===== config.mk =====
export PLATFORM = sky130hd
export DESIGN_NAME = dsl_serial_latch_bank
export DESIGN_NICKNAME = d
export VERILOG_FILES = /design/src/design/dsl_pkg.sv /design/src/design/dsl_serial_latch_bank.sv
export SDC_FILE = /design/constraint.sdc
export NUM_CORES = 1
export LEC_CHECK = 0
export BUFFER_PORTS_ARGS = -buffer_cell sky130_fd_sc_hd__buf_2
export CORE_MARGIN = 4
export CORE_UTILIZATION = 40
export CTS_BUF_LIST = sky130_fd_sc_hd__clkbuf_8
export DETAILED_ROUTE_END_ITERATION = 12
export PLACE_DENSITY = 0.57
export SYNTH_ARGS = -nofsm -noshare
export SYNTH_HDL_FRONTEND = slang
export SYNTH_SLANG_ARGS = --single-unit

===== constraint.sdc =====
create_clock -name clk -period 4.1 [get_ports clk]
set_clock_uncertainty 0.1 [all_clocks]
set_input_delay 0.82 -clock clk [delete_from_list [all_inputs] [get_ports clk]]
set_output_delay 0.82 -clock clk [all_outputs]
set_load 0.05 [all_outputs]

===== src/design/dsl_pkg.sv =====
// Contract
// - Shift one bit per serial clock rise
// - Word arrives MSB first, selector last
// - Load strobe rise copies word to one latch
// - Destination chosen by shift bits one, zero
// - 00 IF ref, 01 IF AB, 10 RF ref, 11 RF AB
// - Ref latch: divide, polarity, gain, tristate, selects
// - Reference divider per channel, ratios 1..16383 (base), 1..32767 (wide)
// - Base: 6-bit swallow, 11-bit main counter
// - Wide: 5-bit swallow, 13-bit main counter
// - Phase comparator drives correction pulses
// - Status output source from four select bits
// - Lock detect: open-drain, high with low pulses
// - Tristate set: power-down at load edge
// - Tristate clear: tristate pump, then power-down
package dsl_pkg;

    // ----------------------------------------
    // Word and latch layout
    // ----------------------------------------
    localparam int WORD_W = 22;
    localparam int REF_LSB = 2;
    localparam int REF_MSB = 15;
    localparam int EXTRA_DIV_BIT = 16;
    localparam int POL_BIT = 17;
    localparam int GAIN_BIT = 18;
    localparam int TRI_BIT = 19;
    localparam int SEL_LO_BIT = 20;
    localparam int SEL_HI_BIT = 21;
    localparam int PRE_BIT = 20;
    localparam int PD_BIT = 21;
    localparam int SWALLOW_LSB = 2;
    localparam int MAIN_MSB = 19;
    localparam logic [WORD_W-1:0] LATCH_RESET = 22'h000000;

    // Selector codes
    localparam logic [1:0] SEL_IF_REF = 2'h0;
    localparam logic [1:0] SEL_IF_AB = 2'h1;
    localparam logic [1:0] SEL_RF_REF = 2'h2;
    localparam logic [1:0] SEL_RF_AB = 2'h3;

    // Status output sources, {rf_hi, rf_lo, if_hi, if_lo}
    localparam logic [3:0] MUX_LOW = 4'h0;
    localparam logic [3:0] MUX_IF_LOCK = 4'h1;
    localparam logic [3:0] MUX_IF_REF = 4'h2;
    localparam logic [3:0] MUX_IF_N = 4'h3;
    localparam logic [3:0] MUX_RF_LOCK = 4'h4;
    localparam logic [3:0] MUX_BOTH_LOCK = 4'h5;
    localparam logic [3:0] MUX_RF_REF = 4'h8;
    localparam logic [3:0] MUX_RF_N = 4'h9;

    // Lock detect timing
    localparam int CLK_PERIOD_NS = 10;
    localparam int LOCK_ERR_NS = 30;
    localparam int LOCK_ERR_CYCLES = LOCK_ERR_NS / CLK_PERIOD_NS;
    localparam logic [7:0] LOCK_ERR_LIMIT = 8'(LOCK_ERR_CYCLES);
    localparam logic [7:0] LOCK_GOOD_COMPARES = 8'h0f;

    // Per channel settings taken from the latches
    typedef struct packed {
        logic [14:0] ref_div;
        logic polarity;
        logic pump_gain;
        logic pump_tristate;
        logic out_select_low;
        logic out_select_high;
        logic [12:0] main_count;
        logic [5:0] swallow_count;
        logic prescaler_select;
        logic powerdown_bit;
    } dsl_chan_cfg_type;

endpackage


===== src/design/dsl_serial_latch_bank.sv =====
`timescale 1ns/1ps
module dsl_serial_latch_bank
    import dsl_pkg::*;
#(
    parameter int WIDE_DIV = 0
)
(
    input wire logic clk,
    input wire logic rstn,
    input wire logic serial_clock,
    input wire logic serial_data,
    input wire logic load_strobe,
    input wire logic ref_clock_in,
    input wire logic [1:0] feedback_in,
    output dsl_chan_cfg_type [1:0] chan_cfg,
    output logic [1:0] modulus_control,
    output logic [1:0] pump_up,
    output logic [1:0] pump_down,
    output logic [1:0] pump_tristate,
    output logic [1:0] powered_down,
    output logic multiplexed_status_output,
    output logic multiplexed_status_output_oe
);

    // ----------------------------------------
    // Parameter check
    // ----------------------------------------
    if (WIDE_DIV != 0 && WIDE_DIV != 1)
    begin : bad_wide_div
        $error("WIDE_DIV must be 0 or 1");
    end

    // ----------------------------------------
    // Pin synchronisers and edge finders
    // ----------------------------------------
    localparam int NPIN = 6;
    logic [NPIN-1:0] pin_raw;
    logic [NPIN-1:0] pin_s1;
    logic [NPIN-1:0] pin_s2;
    logic [NPIN-1:0] pin_prev;
    logic [NPIN-1:0] pin_rise;

    assign pin_raw = {feedback_in, ref_clock_in, load_strobe, serial_data, serial_clock};

    // Two flops per pin, then one for edge finding
    always_ff @(posedge clk or negedge rstn)
    begin
        if (!rstn)
        begin
            pin_s1 <= '0;
            pin_s2 <= '0;
            pin_prev <= '0;
        end
        else
        begin
            pin_s1 <= pin_raw;
            pin_s2 <= pin_s1;
            pin_prev <= pin_s2;
        end
    end

    assign pin_rise = pin_s2 & ~pin_prev;

    logic sclk_rise;
    logic sdata;
    logic le_rise;
    logic ref_rise;
    logic [1:0] fb_rise;

    assign sclk_rise = pin_rise[0];
    assign sdata = pin_s2[1];
    assign le_rise = pin_rise[2];
    assign ref_rise = pin_rise[3];
    assign fb_rise = pin_rise[5:4];

    // ----------------------------------------
    // Input shift register
    // ----------------------------------------
    logic [WORD_W-1:0] shift_word;

    // New bit enters at bit zero, so the last two land lowest
    always_ff @(posedge clk or negedge rstn)
    begin
        if (!rstn)
            shift_word <= '0;
        else if (sclk_rise)
            shift_word <= {shift_word[WORD_W-2:0], sdata};
    end

    // ----------------------------------------
    // Latch bank
    // ----------------------------------------
    logic [1:0] word_sel;
    logic [3:0] latch_hit;
    logic [WORD_W-1:0] latch [4];

    assign word_sel = shift_word[1:0];
    assign latch_hit = le_rise ? (4'h1 << word_sel) : 4'h0;

    for (genvar i = 0; i < 4; i++)
    begin : lat
        // Whole word copied on a selected strobe rise
        always_ff @(posedge clk or negedge rstn)
        begin
            if (!rstn)
                latch[i] <= LATCH_RESET;
            else if (latch_hit[i])
                latch[i] <= shift_word;
        end
    end

    // ----------------------------------------
    // Synthesizer channels, 0 is IF, 1 is RF
    // ----------------------------------------
    for (genvar c = 0; c < 2; c++)
    begin : ch
        logic [WORD_W-1:0] rl;
        logic [WORD_W-1:0] al;
        logic [14:0] r_val;
        logic [12:0] b_val;
        logic [5:0] a_val;
        logic hold;
        logic [14:0] rcnt;
        logic [12:0] bcnt;
        logic [5:0] acnt;
        logic ref_evt;
        logic n_evt;
        logic up;
        logic dn;
        logic a_in;
        logic b_in;
        logic both;
        logic [7:0] err_cnt;
        logic [7:0] good_cnt;
        logic locked;
        logic lock_ind;
        logic pd_q;
        logic pd_pend;
        logic pd_load;

        assign rl = latch[2*c];
        assign al = latch[2*c+1];

        // Divide fields per variant
        assign r_val = (WIDE_DIV == 1) ? rl[EXTRA_DIV_BIT:REF_LSB]
            : {1'b0, rl[REF_MSB:REF_LSB]};
        assign b_val = (WIDE_DIV == 1) ? al[MAIN_MSB:7]
            : {2'h0, al[MAIN_MSB:9]};
        assign a_val = (WIDE_DIV == 1) ? {1'b0, al[6:SWALLOW_LSB]}
            : al[7:SWALLOW_LSB];

        assign chan_cfg[c] = '{ref_div: r_val, polarity: rl[POL_BIT],
            pump_gain: rl[GAIN_BIT], pump_tristate: rl[TRI_BIT],
            out_select_low: rl[SEL_LO_BIT], out_select_high: rl[SEL_HI_BIT],
            main_count: b_val, swallow_count: a_val,
            prescaler_select: al[PRE_BIT], powerdown_bit: al[PD_BIT]};

        assign hold = pd_q;

        // Reference divider, ratio 0 acts as 1
        always_ff @(posedge clk or negedge rstn)
        begin
            if (!rstn)
            begin
                rcnt <= 15'h0001;
                ref_evt <= 1'b0;
            end
            else
            begin
                ref_evt <= 1'b0;
                if (hold)
                    rcnt <= r_val;
                else if (ref_rise && rcnt <= 15'h0001)
                begin
                    rcnt <= r_val;
                    ref_evt <= 1'b1;
                end
                else if (ref_rise)
                    rcnt <= rcnt - 15'h0001;
            end
        end

        // Feedback divider: swallow then main count of prescaler edges
        always_ff @(posedge clk or negedge rstn)
        begin
            if (!rstn)
            begin
                bcnt <= 13'h0001;
                acnt <= 6'h00;
                n_evt <= 1'b0;
            end
            else
            begin
                n_evt <= 1'b0;
                if (hold)
                begin
                    bcnt <= b_val;
                    acnt <= a_val;
                end
                else if (fb_rise[c] && bcnt <= 13'h0001)
                begin
                    bcnt <= b_val;
                    acnt <= a_val;
                    n_evt <= 1'b1;
                end
                else if (fb_rise[c])
                begin
                    bcnt <= bcnt - 13'h0001;
                    if (acnt != 6'h00)
                        acnt <= acnt - 6'h01;
                end
            end
        end

        assign modulus_control[c] = (acnt != 6'h00) && !hold;

        // Phase comparator flops, cleared when both have fired
        assign a_in = up | ref_evt;
        assign b_in = dn | n_evt;
        assign both = a_in & b_in;

        always_ff @(posedge clk or negedge rstn)
        begin
            if (!rstn)
            begin
                up <= 1'b0;
                dn <= 1'b0;
            end
            else
            begin
                up <= a_in & ~both & ~hold;
                dn <= b_in & ~both & ~hold;
            end
        end

        // Pump drive with polarity swap and three-state
        assign pump_tristate[c] = rl[TRI_BIT] | pd_pend | pd_q;
        assign pump_up[c] = ~pump_tristate[c] & (rl[POL_BIT] ? up : dn);
        assign pump_down[c] = ~pump_tristate[c] & (rl[POL_BIT] ? dn : up);

        // Lock detect: enough short-error compares in a row
        always_ff @(posedge clk or negedge rstn)
        begin
            if (!rstn)
            begin
                err_cnt <= 8'h00;
                good_cnt <= 8'h00;
            end
            else
            begin
                // Saturates at the limit so a long pulse never wraps back to zero
                err_cnt <= (up | dn) ? err_cnt + {7'h00, err_cnt < LOCK_ERR_LIMIT} : 8'h00;
                if (hold || err_cnt >= LOCK_ERR_LIMIT)
                    good_cnt <= 8'h00;
                else if (ref_evt && good_cnt != LOCK_GOOD_COMPARES)
                    good_cnt <= good_cnt + 8'h01;
            end
        end

        assign locked = (good_cnt == LOCK_GOOD_COMPARES);
        assign lock_ind = locked & ~(up | dn);

        // Power-down sequencing
        assign pd_load = latch_hit[2*c+1] & shift_word[PD_BIT];

        always_ff @(posedge clk or negedge rstn)
        begin
            if (!rstn)
            begin
                pd_q <= 1'b0;
                pd_pend <= 1'b0;
            end
            else if (latch_hit[2*c+1] && !shift_word[PD_BIT])
            begin
                pd_q <= 1'b0;
                pd_pend <= 1'b0;
            end
            else if (pd_load && rl[TRI_BIT])
                pd_q <= 1'b1;
            else if (pd_load)
                pd_pend <= 1'b1;
            else if (pd_pend && !up && !dn)
            begin
                pd_pend <= 1'b0;
                pd_q <= 1'b1;
            end
        end

        assign powered_down[c] = pd_q;
    end

    // ----------------------------------------
    // Multiplexed status output
    // ----------------------------------------
    logic [3:0] mux_sel;
    logic next_mux_level;
    logic next_mux_od;
    logic mux_level;
    logic mux_od;

    assign mux_sel = {latch[2][SEL_HI_BIT], latch[2][SEL_LO_BIT],
        latch[0][SEL_HI_BIT], latch[0][SEL_LO_BIT]};

    // Source selection
    always_comb
    begin
        next_mux_od = 1'b0;
        unique case (mux_sel)
            MUX_IF_LOCK:
            begin
                next_mux_level = ch[0].lock_ind;
                next_mux_od = 1'b1;
            end
            MUX_RF_LOCK:
            begin
                next_mux_level = ch[1].lock_ind;
                next_mux_od = 1'b1;
            end
            MUX_BOTH_LOCK:
            begin
                next_mux_level = ch[0].lock_ind & ch[1].lock_ind;
                next_mux_od = 1'b1;
            end
            MUX_IF_REF: next_mux_level = ch[0].ref_evt;
            MUX_IF_N: next_mux_level = ch[0].n_evt;
            MUX_RF_REF: next_mux_level = ch[1].ref_evt;
            MUX_RF_N: next_mux_level = ch[1].n_evt;
            default: next_mux_level = 1'b0;
        endcase
    end

    // Registered output level and drive mode
    always_ff @(posedge clk or negedge rstn)
    begin
        if (!rstn)
        begin
            mux_level <= 1'b0;
            mux_od <= 1'b0;
        end
        else
        begin
            mux_level <= next_mux_level;
            mux_od <= next_mux_od;
        end
    end

    // Open-drain only pulls low; pull-up gives the high
    assign multiplexed_status_output = mux_od ? 1'b0 : mux_level;
    assign multiplexed_status_output_oe = mux_od ? ~mux_level : 1'b1;

endmodule // dsl_serial_latch_bank


# Word level (Yosys, flattened, before mapping)
# Index checks and enable logic that the tools add are counted.
# totals
register_bits	242
output_inout_bits	94
in_bits	8
# op_classes
bitwise	40
muxes	59
add_sub_neg	10
n_eq_ne	15
n_lt_le_gt_ge	8
n_reduce_logical	46
n_shift	1
# op_table
operator	n
15-bit 2-to-1 mux	6
13-bit 2-to-1 mux	6
6-bit 2-to-1 mux	8
8-bit 2-to-1 mux	6
1-bit 2-to-1 mux	31
15-bit by 1-bit less-or-equal comparator with 1-bit output, second input constant	2
3-bit nonzero test	10
15-bit by 1-bit subtractor with 15-bit output, second input constant	2
13-bit by 1-bit less-or-equal comparator with 1-bit output, second input constant	2
13-bit by 1-bit subtractor with 13-bit output, second input constant	2
1-bit AND	19
8-bit by 1-bit adder with 8-bit output	2
8-bit by 1-bit adder with 8-bit output, second input constant	2
8-bit by 4-bit equality test with 1-bit output, second input constant	2
8-bit by 2-bit greater-or-equal comparator with 1-bit output, second input constant	2
1-bit logical AND	16
8-bit by 2-bit < comparator with 1-bit output, second input constant	2
8-bit by 4-bit inequality test with 1-bit output, second input constant	2
2-bit AND reduction	6
6-bit nonzero test	2
6-bit by 1-bit subtractor with 6-bit output, second input constant	2
1-bit bitwise OR	10
1-bit inverter	9
4-bit by 2-bit equality test with 1-bit output, second input constant	2
other kinds (14)	26

# Depth between registers and ports, before layout
# Gate-level depths: netlist of run 1.
# logic_depth
depth_word	7
depth_mapped	8
depth_no_buf	7

# Worst setup path before layout of run 1
# No wires, ideal clock.
# synth_path
path_kind	flip-flop to output port
startpoint	reg latch, in the netlist ch[0].rl[19]
endpoint	out pump_down[0]
stages_incl_launch_ff	3
path_buffers	0
slack_ps	1231
required_ps	3180
arrival_ps	1949
cell_sequence	dfrtp_1 > or3_1 > nor2_1
# synth_between
elab_chain_cells	4
# synth_lines
element	line_no	rtl
from (decl)	dsl_serial_latch_bank.sv:95	logic [WORD_W-1:0] latch [4];
from (signal, indexed assignment)	dsl_serial_latch_bank.sv:108	latch[i] <= shift_word;
1-bit bitwise OR (2 in a row)	dsl_serial_latch_bank.sv:237	assign pump_tristate[c] = rl[TRI_BIT] | pd_pend | pd_q;
net pump_tristate[0]	dsl_serial_latch_bank.sv:19	output logic [1:0] pump_tristate,
1-bit inverter	dsl_serial_latch_bank.sv:239	assign pump_down[c] = ~pump_tristate[c] & (rl[POL_BIT] ? dn : up);
1-bit AND	dsl_serial_latch_bank.sv:239	
to (decl)	dsl_serial_latch_bank.sv:18	output logic [1:0] pump_down,
# The timed path passes the listed nets, and every way through them passes these cells.

# Worst setup path after layout of run 1
# layout_path
startpoint	reg ch[1].pd_q
endpoint	out pump_up[1]
# layout_between
elab_chain_cells	3
# layout_lines
element	line_no	rtl
from (decl)	dsl_serial_latch_bank.sv:137	logic pd_q;
from (signal assigned)	dsl_serial_latch_bank.sv:270	pd_q <= 1'b0;
from (signal assigned)	dsl_serial_latch_bank.sv:275	pd_q <= 1'b0;
from (signal assigned)	dsl_serial_latch_bank.sv:279	pd_q <= 1'b1;
1-bit bitwise OR	dsl_serial_latch_bank.sv:237	
1-bit inverter	dsl_serial_latch_bank.sv:238	assign pump_up[c] = ~pump_tristate[c] & (rl[POL_BIT] ? up : dn);
1-bit AND	dsl_serial_latch_bank.sv:238	
to (decl)	dsl_serial_latch_bank.sv:17	output logic [1:0] pump_up,
# Every way passes these cells.

==> results.tsv, run 1 <==
metric	value	unit
crit path cell chain	or3_1 > nor2_1 > buf_2	
Power Total	7.47	mW
clk buf depth	3	
max-slew violations	0	
antenna cells	0	
CP peak stage delay	0.68	ns
Post-DRT Antenna Nets	0	
EDFF count, synth	0	
synth warn	0	
crit-path leading delay family	flip-flops	
Post-Syn Area per Cell	10.8	µm²
Achievable Freq	0.329	GHz
Worst path slowest cell	dfrtp_1	
number of buffers and inverters on the critical path	1	
Placed Cells	1367	
layout cells sized above 1	0.239	
Placer Congestion	0.841	
vias in the first global route	7369	
Max Cap Viol	0	
Final setup viols	0	
clock root buffer	clkbuf_8	
Synth top cells by count	dfrtp_1, nand2_1, nor2_1	
critical path startpoint	ch[1].hold$_DFFE_PN0P_	
H-Tree Depth	2	
post-route cell area	12000	µm²
CP Launch Type	flop	
sequential area share after synthesis	0.552	
buffer count from post-CTS setup fixing	0	
pin count of the biggest net entering global routing	93	
CTS tree	done	
fillers	2371	
initial antenna violation count	0	
Post-synth ARST share	1.00	
Slew HR	0.252	
Max VDD drop	0.000428	V
P_int	4.57	mW
row count	58	
Required @ worst endpoint	3.18	ns
count of input and output buffers	95	
final non-filler cell total	1439	
power share of the sequential group	0.454	
Post-CTS Resized	0	
TritonCTS Buffers	41	
TritonRoute pass-1 iters	7	
Placed Area	11300	µm²
die extent in x	169	µm
Synth Instances	964	
status	finished clean	
Starting Density	0.410	
crit-path max FO	21	
# DRC	0	
dpl hpwl	17100	µm
Logic pwr share	0.275	
nets@finish	1106	
CP arrival	2.12	ns
CTS sink cnt	229	
most numerous cell in the Yosys netlist	dfrtp_1	
setup_tns	0	ns
sw frac	0.388	
fin util	0.475	
r2r startpoint	ch[0].bcnt[6]$_DFFE_PN0P_	
NetSw	2.90	mW
Primary FF master, synth	dfrtp_1	
Synth Register Bits	229	
clock share of power	0.272	
IO Count	102	
synth unique cells	62	
vias per inst	5.24	
clk_lat worst skew	0.55	ns
cell taking the most area after synthesis	dfrtp_1	
mapped cell area	10400	µm²
Fin. Hold Viols	0	
clk slew on worst S/H paths	0.06	ns
Area growth syn-to-layout	16.0	%
gr ovfl total	0	
static leakage	5.76	nW
synth top area cells	dfrtp_1, mux2_2, nand2_1	
die area	28600	µm²
critical path class	flop to primary output	
overall global routing resource usage	0.174	
Power Density	620	nW/µm²
global-route wire length before repair	40700	µm
Routed WL per cell	17.2	µm
Synth top area share	0.542	
DR iter-0 viols	501	
HP Class	input port to async pin	
Final Cycle Share	0.741	
Core ar.	25300	µm²
hold buffer count at CTS	0	
Tmin final	3.04	ns
RSZ-0062 raised after global routing	no	
CP Capture Type	primary output	
DR vias	7536	
DRT Wirelength	24700	µm
worst slew pin tran	1.12	ns
Die H	169	µm
==> cells by family after synthesis <==
logic type,after synthesis,synth area share
AO/OA/AOI/OAI,147,0.0924
flip-flops,229,0.552
AND/OR/NAND/NOR,354,0.160
buffers and inverters,67,0.0280
XOR/XNOR,56,0.0472
other,1,0.000361
multiplexers,92,0.0982
adder cells (fa/ha/maj),18,0.0217
==> metrics by stage <==
stage          setup slack [ns]  hold slack [ns]
6_report                   1.06            0.191
4_1_cts                    1.04            0.219
3_5_place_dp               1.37            0.238
3_3_place_gp               1.41            0.233
2_1_floorplan              1.23            0.231
5_1_grt                   0.933            0.241
==> worst register-to-register path: cells and delay by family, from the launching register on <==
kind | cells | cell delay (ns)
simple gates | 2 | 1.03
compound gates | 3 | 1.15
flops | 1 | 0.43
==> state kept, by name, indices dropped and copies added, names as in the netlist <==
signal       cells
ch.rcnt         30
ch.acnt         12
pin_s1           6
ch.n_evt         2
ch.rl           38
ch.pd_pend       2
ch.hold          2
ch.good_cnt     16
ch.err_cnt      16
ch.dn            2
ch.ref_evt       2
ch.up            2
mux_level        1
shift_word      22
ch.bcnt         26
mux_od           1
ch.al           38
pin_s2           6
pin_prev         5
==> power groups by stage <==
stage | logic (mW) | clock network, mW | registers [mW]
after detailed placement | 2.07 | 0 | 3.43
final | 2.05 | 2.03 | 3.39
after floorplan | 0.954 | 0 | 3.86
after global placement | 2.04 | 0 | 3.42
after CTS | 2.08 | 2.10 | 3.40
after global routing | 2.24 | 2.21 | 3.47
==> layer usage <==
layer	wire [µm]	vias to the layer above	track usage
li1	-	3625	-
met4	588	0	0.0557
met1	11700	3699	0.248
met3	1110	46	0.0353
met5	0	-	0
met2	11300	166	0.270
==> cell type report <==
class / instances / area (µm²) / share of cell area
repair buffers: 111 / 618 / 0.0513
well taps: 330 / 413 / 0.0343
flip-flops and latches: 229 / 5740 / 0.476
inverters: 24 / 90.1 / 0.00748
clock inverters: 22 / 100 / 0.00831
clock buffers: 50 / 688 / 0.0571
multi-input cells: 673 / 4400 / 0.365
==> layout by cell type (no fill, tap or decap), drive strengths merged, types with 4 or more instances in the layout <==
cell     instances
mux2i           13
nand2b           4
a31oi            7
o21a             4
nor2b           12
dfstp            4
a21boi           5
and3            10
nand4           10
clkinv           5
or2              4
conb             6
nand2          116
inv             40
a211oi           5
xnor2           33
or3             10
nor4            21
buf            111
mux2            79
o31ai            8
nand3           28
clkbuf          50
ha              18
o211ai           6
o21ai           51
nor2            95
a21oi           25
nor3            23
or4             12
o2111ai          4
xor2            23
dfrtp          225
==> worst paths after layout <==
path	endpoint	slack, ns	depth (start not counted)
max	pump_up[1]	1.06	3
min	ch[1].good_cnt[3]$_DFFE_PN0P_	0.19	1
max in group asynchronous	ch[1].rcnt[0]$_DFFE_PN1P_	2.81	2
min reg2reg	pin_s2[1]$_DFF_PN0_	0.25	0
min in group clk	pin_s2[1]$_DFF_PN0_	0.25	0
max reg2reg	ch[0].bcnt[0]$_DFFE_PN1P_	1.33	5
No activity file was read; power rests on OpenSTA's default activity.
==> run 2, diff against run 1 <==
==> constraint.sdc (replaced) <==
create_clock -name clk -period 3.1 [get_ports clk]
set_clock_uncertainty 0.1 [all_clocks]
set_input_delay 0.62 -clock clk [delete_from_list [all_inputs] [get_ports clk]]
set_output_delay 0.62 -clock clk [all_outputs]
set_load 0.05 [all_outputs]
==> run 2 against run 1 <==
Compared with the run above: register-to-register slack got worse by 0.66 ns; power up 36%; clock-buffer cell count down 2; worst hold slack worse by 0.094 ns; via count is 0.61% higher; first-iteration DRC count is 4.2% higher; sequential power grew 32%; routed wire length is 1.3% lower; non-clock buffer count rose by 8; final cell count up 0.49%; sequential share of layout area fell by 0.56 points.
==> results.tsv, run 2 (synthesis results as in run 1) <==
metric	value	unit	change
setup_tns	0	ns	unchanged
worst slew pin tran	0.815	ns	-0.302 ns
CP peak stage delay	0.42	ns	-0.26 ns
crit-path leading delay family	simple AND/OR/NAND/NOR gates		
max-slew violations	0		unchanged
post-route cell area	12200	µm²	+1.2%
initial antenna violation count	0		unchanged
Max VDD drop	0.000547	V	+28%
TritonRoute pass-1 iters	5		-2
die area	28600	µm²	unchanged
CTS tree	done		
Power Density	834	nW/µm²	+35%
Post-DRT Antenna Nets	0		unchanged
IO Count	102		unchanged
CTS sink cnt	229		unchanged
vias in the first global route	7476		+1.5%
Tmin final	2.74	ns	
Starting Density	0.410		unchanged
Reg2Reg Depth	7		+2
row count	58		unchanged
Required @ worst endpoint	2.38	ns	-0.80 ns
P_int	6.34	mW	+39%
H-Tree Depth	2		unchanged
fin util	0.481		+0.00563
Fin. Hold Viols	0		unchanged
antenna cells	0		unchanged
WHS	0.0970	ns	-0.0941 ns
sw frac	0.376		-0.0121
TritonCTS Buffers	40		-2.4%
count of input and output buffers	95		unchanged
crit path cell chain	inv_1 > ha_1 > nor3b_1 > a21oi_1 > buf_2		
HP Class	input port to flop		
most frequent cells in the layout	dfrtp_1, nand2_1, nor2_1, buf_2, mux2_2		
leading cell type in the layout, fill and taps excluded	dfrtp_1		
clock root buffer	clkbuf_8		
reg2reg setup slack	0.67	ns	-0.66 ns
layout cells sized above 1	0.247		+0.00836
Placed Cells	1374		+0.51%
RR Endpoint	ch[1].err_cnt[4]$_DFF_PN0_		
Core ar.	25300	µm²	unchanged
RSZ-0062 raised after global routing	no		
clock share of power	0.293		+0.021
r2r startpoint	ch[1].err_cnt[2]$_DFF_PN0_		
global-route wire length before repair	40000	µm	-1.6%
dpl hpwl	16800	µm	-1.7%
area of the multi-input gates	4400	µm²	unchanged
gr ovfl total	0		unchanged
DR iter-0 viols	522		+4.2%
clk buf depth	3		unchanged
# DRC	0		unchanged
clk_lat worst skew	0.53	ns	-0.02 ns
CP Launch Type	flop		
Logic pwr share	0.268		-0.007
Achievable Freq	0.366	GHz	
Crit path depth	5		+2
CP Capture Point	modulus_control[1]		
Max Cap Viol	0		unchanged
Routed WL per cell	16.9	µm	-1.8%
vias per inst	5.24		+0.12%
nets@finish	1113		+0.63%
clk slew on worst S/H paths	0.06	ns	about the same
Final Cycle Share	0.882		
Die H	169	µm	unchanged
fillers	2384		+0.55%
CP arrival	2.02	ns	-0.10 ns
Placed Area	11300	µm²	+0.47%
Placer Congestion	0.843		+0.23%
CP Capture Type	primary output		
NetSw	3.82	mW	+32%
final non-filler cell total	1446		+0.49%
static leakage	5.82	nW	+1.1%
pin count of the biggest net entering global routing	69		-26%
Worst path slowest cell	nor3b_1		
buffer count from post-CTS setup fixing	0		unchanged
Slew HR	0.457		+0.205
FF/Latch Area	5740	µm²	unchanged
status	finished clean		
power share of the sequential group	0.438		-0.016
Final setup viols	0		unchanged
overall global routing resource usage	0.171		-0.00308
Post-CTS Resized	0		unchanged
number of buffers and inverters on the critical path	2		+1
critical path class	flop to primary output		
DR vias	7582		+0.61%
crit-path max FO	4		-81%
die extent in x	169	µm	unchanged
DRT Wirelength	24400	µm	-1.3%
Area growth syn-to-layout	17.4	%	
critical path startpoint	ch[1].acnt[0]$_DFFE_PN0P_		
## run 2: changes by cell type in the layout (fill, tap and decap cells not counted), sizes merged
cell and change:
clkinv +3, bufinv +4, clkbuf -2, buf +7, inv -6, dlygate4sd3 +1
## run 2: layout make-up
cell class	instances	area share
repair buffers	119	0.0559
inverters	24	0.00739
clock buffers	48	0.0542
multi-input cells	673	0.361
clock inverters	23	0.0170
well taps	330	0.0339
flip-flops and latches	229	0.471
## run 2: power by group through the flow
stage / clock network [mW] / logic (mW) / registers [mW]
floorplan: 0 / 1.26 / 5.11
global placement: 0 / 2.72 / 4.52
detailed placement: 0 / 2.75 / 4.51
CTS: 3.07 / 2.76 / 4.47
global route: 3.23 / 2.98 / 4.57
finish: 2.98 / 2.73 / 4.46
## run 2: worst min-delay path by stage
stage / from / endpoint / slack (ns) / depth (start not counted)
after floorplan: rstn / ch[0].acnt[0]$_DFFE_PN0P_ / 0.22 / 0
after global placement: pin_s1[4]$_DFF_PN0_ / pin_s2[4]$_DFF_PN0_ / 0.23 / 0
after detailed placement: pin_s1[0]$_DFF_PN0_ / pin_s2[0]$_DFF_PN0_ / 0.24 / 0
after CTS: serial_data / pin_s1[1]$_DFF_PN0_ / 0.06 / 1
after global routing: serial_data / pin_s1[1]$_DFF_PN0_ / 0.07 / 1
final: ref_clock_in / pin_s1[3]$_DFF_PN0_ / 0.1 / 1
## run 2: metrics by stage
| step | setup WS, ns | total power, mW |
|---|---|---|
| 2_1_floorplan | 0.431 | 6.37 |
| 3_3_place_gp | 0.738 | 7.23 |
| 3_5_place_dp | 0.674 | 7.26 |
| 4_1_cts | 0.329 | 10.3 |
| 5_1_grt | 0.219 | 10.8 |
| 6_report | 0.364 | 10.2 |
## run 2: repair_timing
action                                  CTS  global route
endpoints found under the setup margin    0             0
endpoints found under the hold margin    63             0
hold buffers                              1             0
## run 2: layer usage
| metal | wire, µm | part of all wire | global-route usage | vias up |
|---|---|---|---|---|
| li1 | - | - | - | 3645 |
| met1 | 11300 | 0.46 | 0.238 | 3697 |
| met2 | 11300 | 0.46 | 0.277 | 188 |
| met3 | 1330 | 0.055 | 0.0350 | 52 |
| met4 | 470 | 0.019 | 0.0462 | 0 |
| met5 | 0 | 0 | 0 | - |
## run 2: worst reg2reg max path, stage by stage (launching register included)
cell       delay, ns
dfrtp_1         0.42
or4_1           0.52
a2111oi_1       0.50
ha_1            0.26
ha_1            0.21
nand3_1         0.11
xor2_1          0.16
nor2_1          0.05
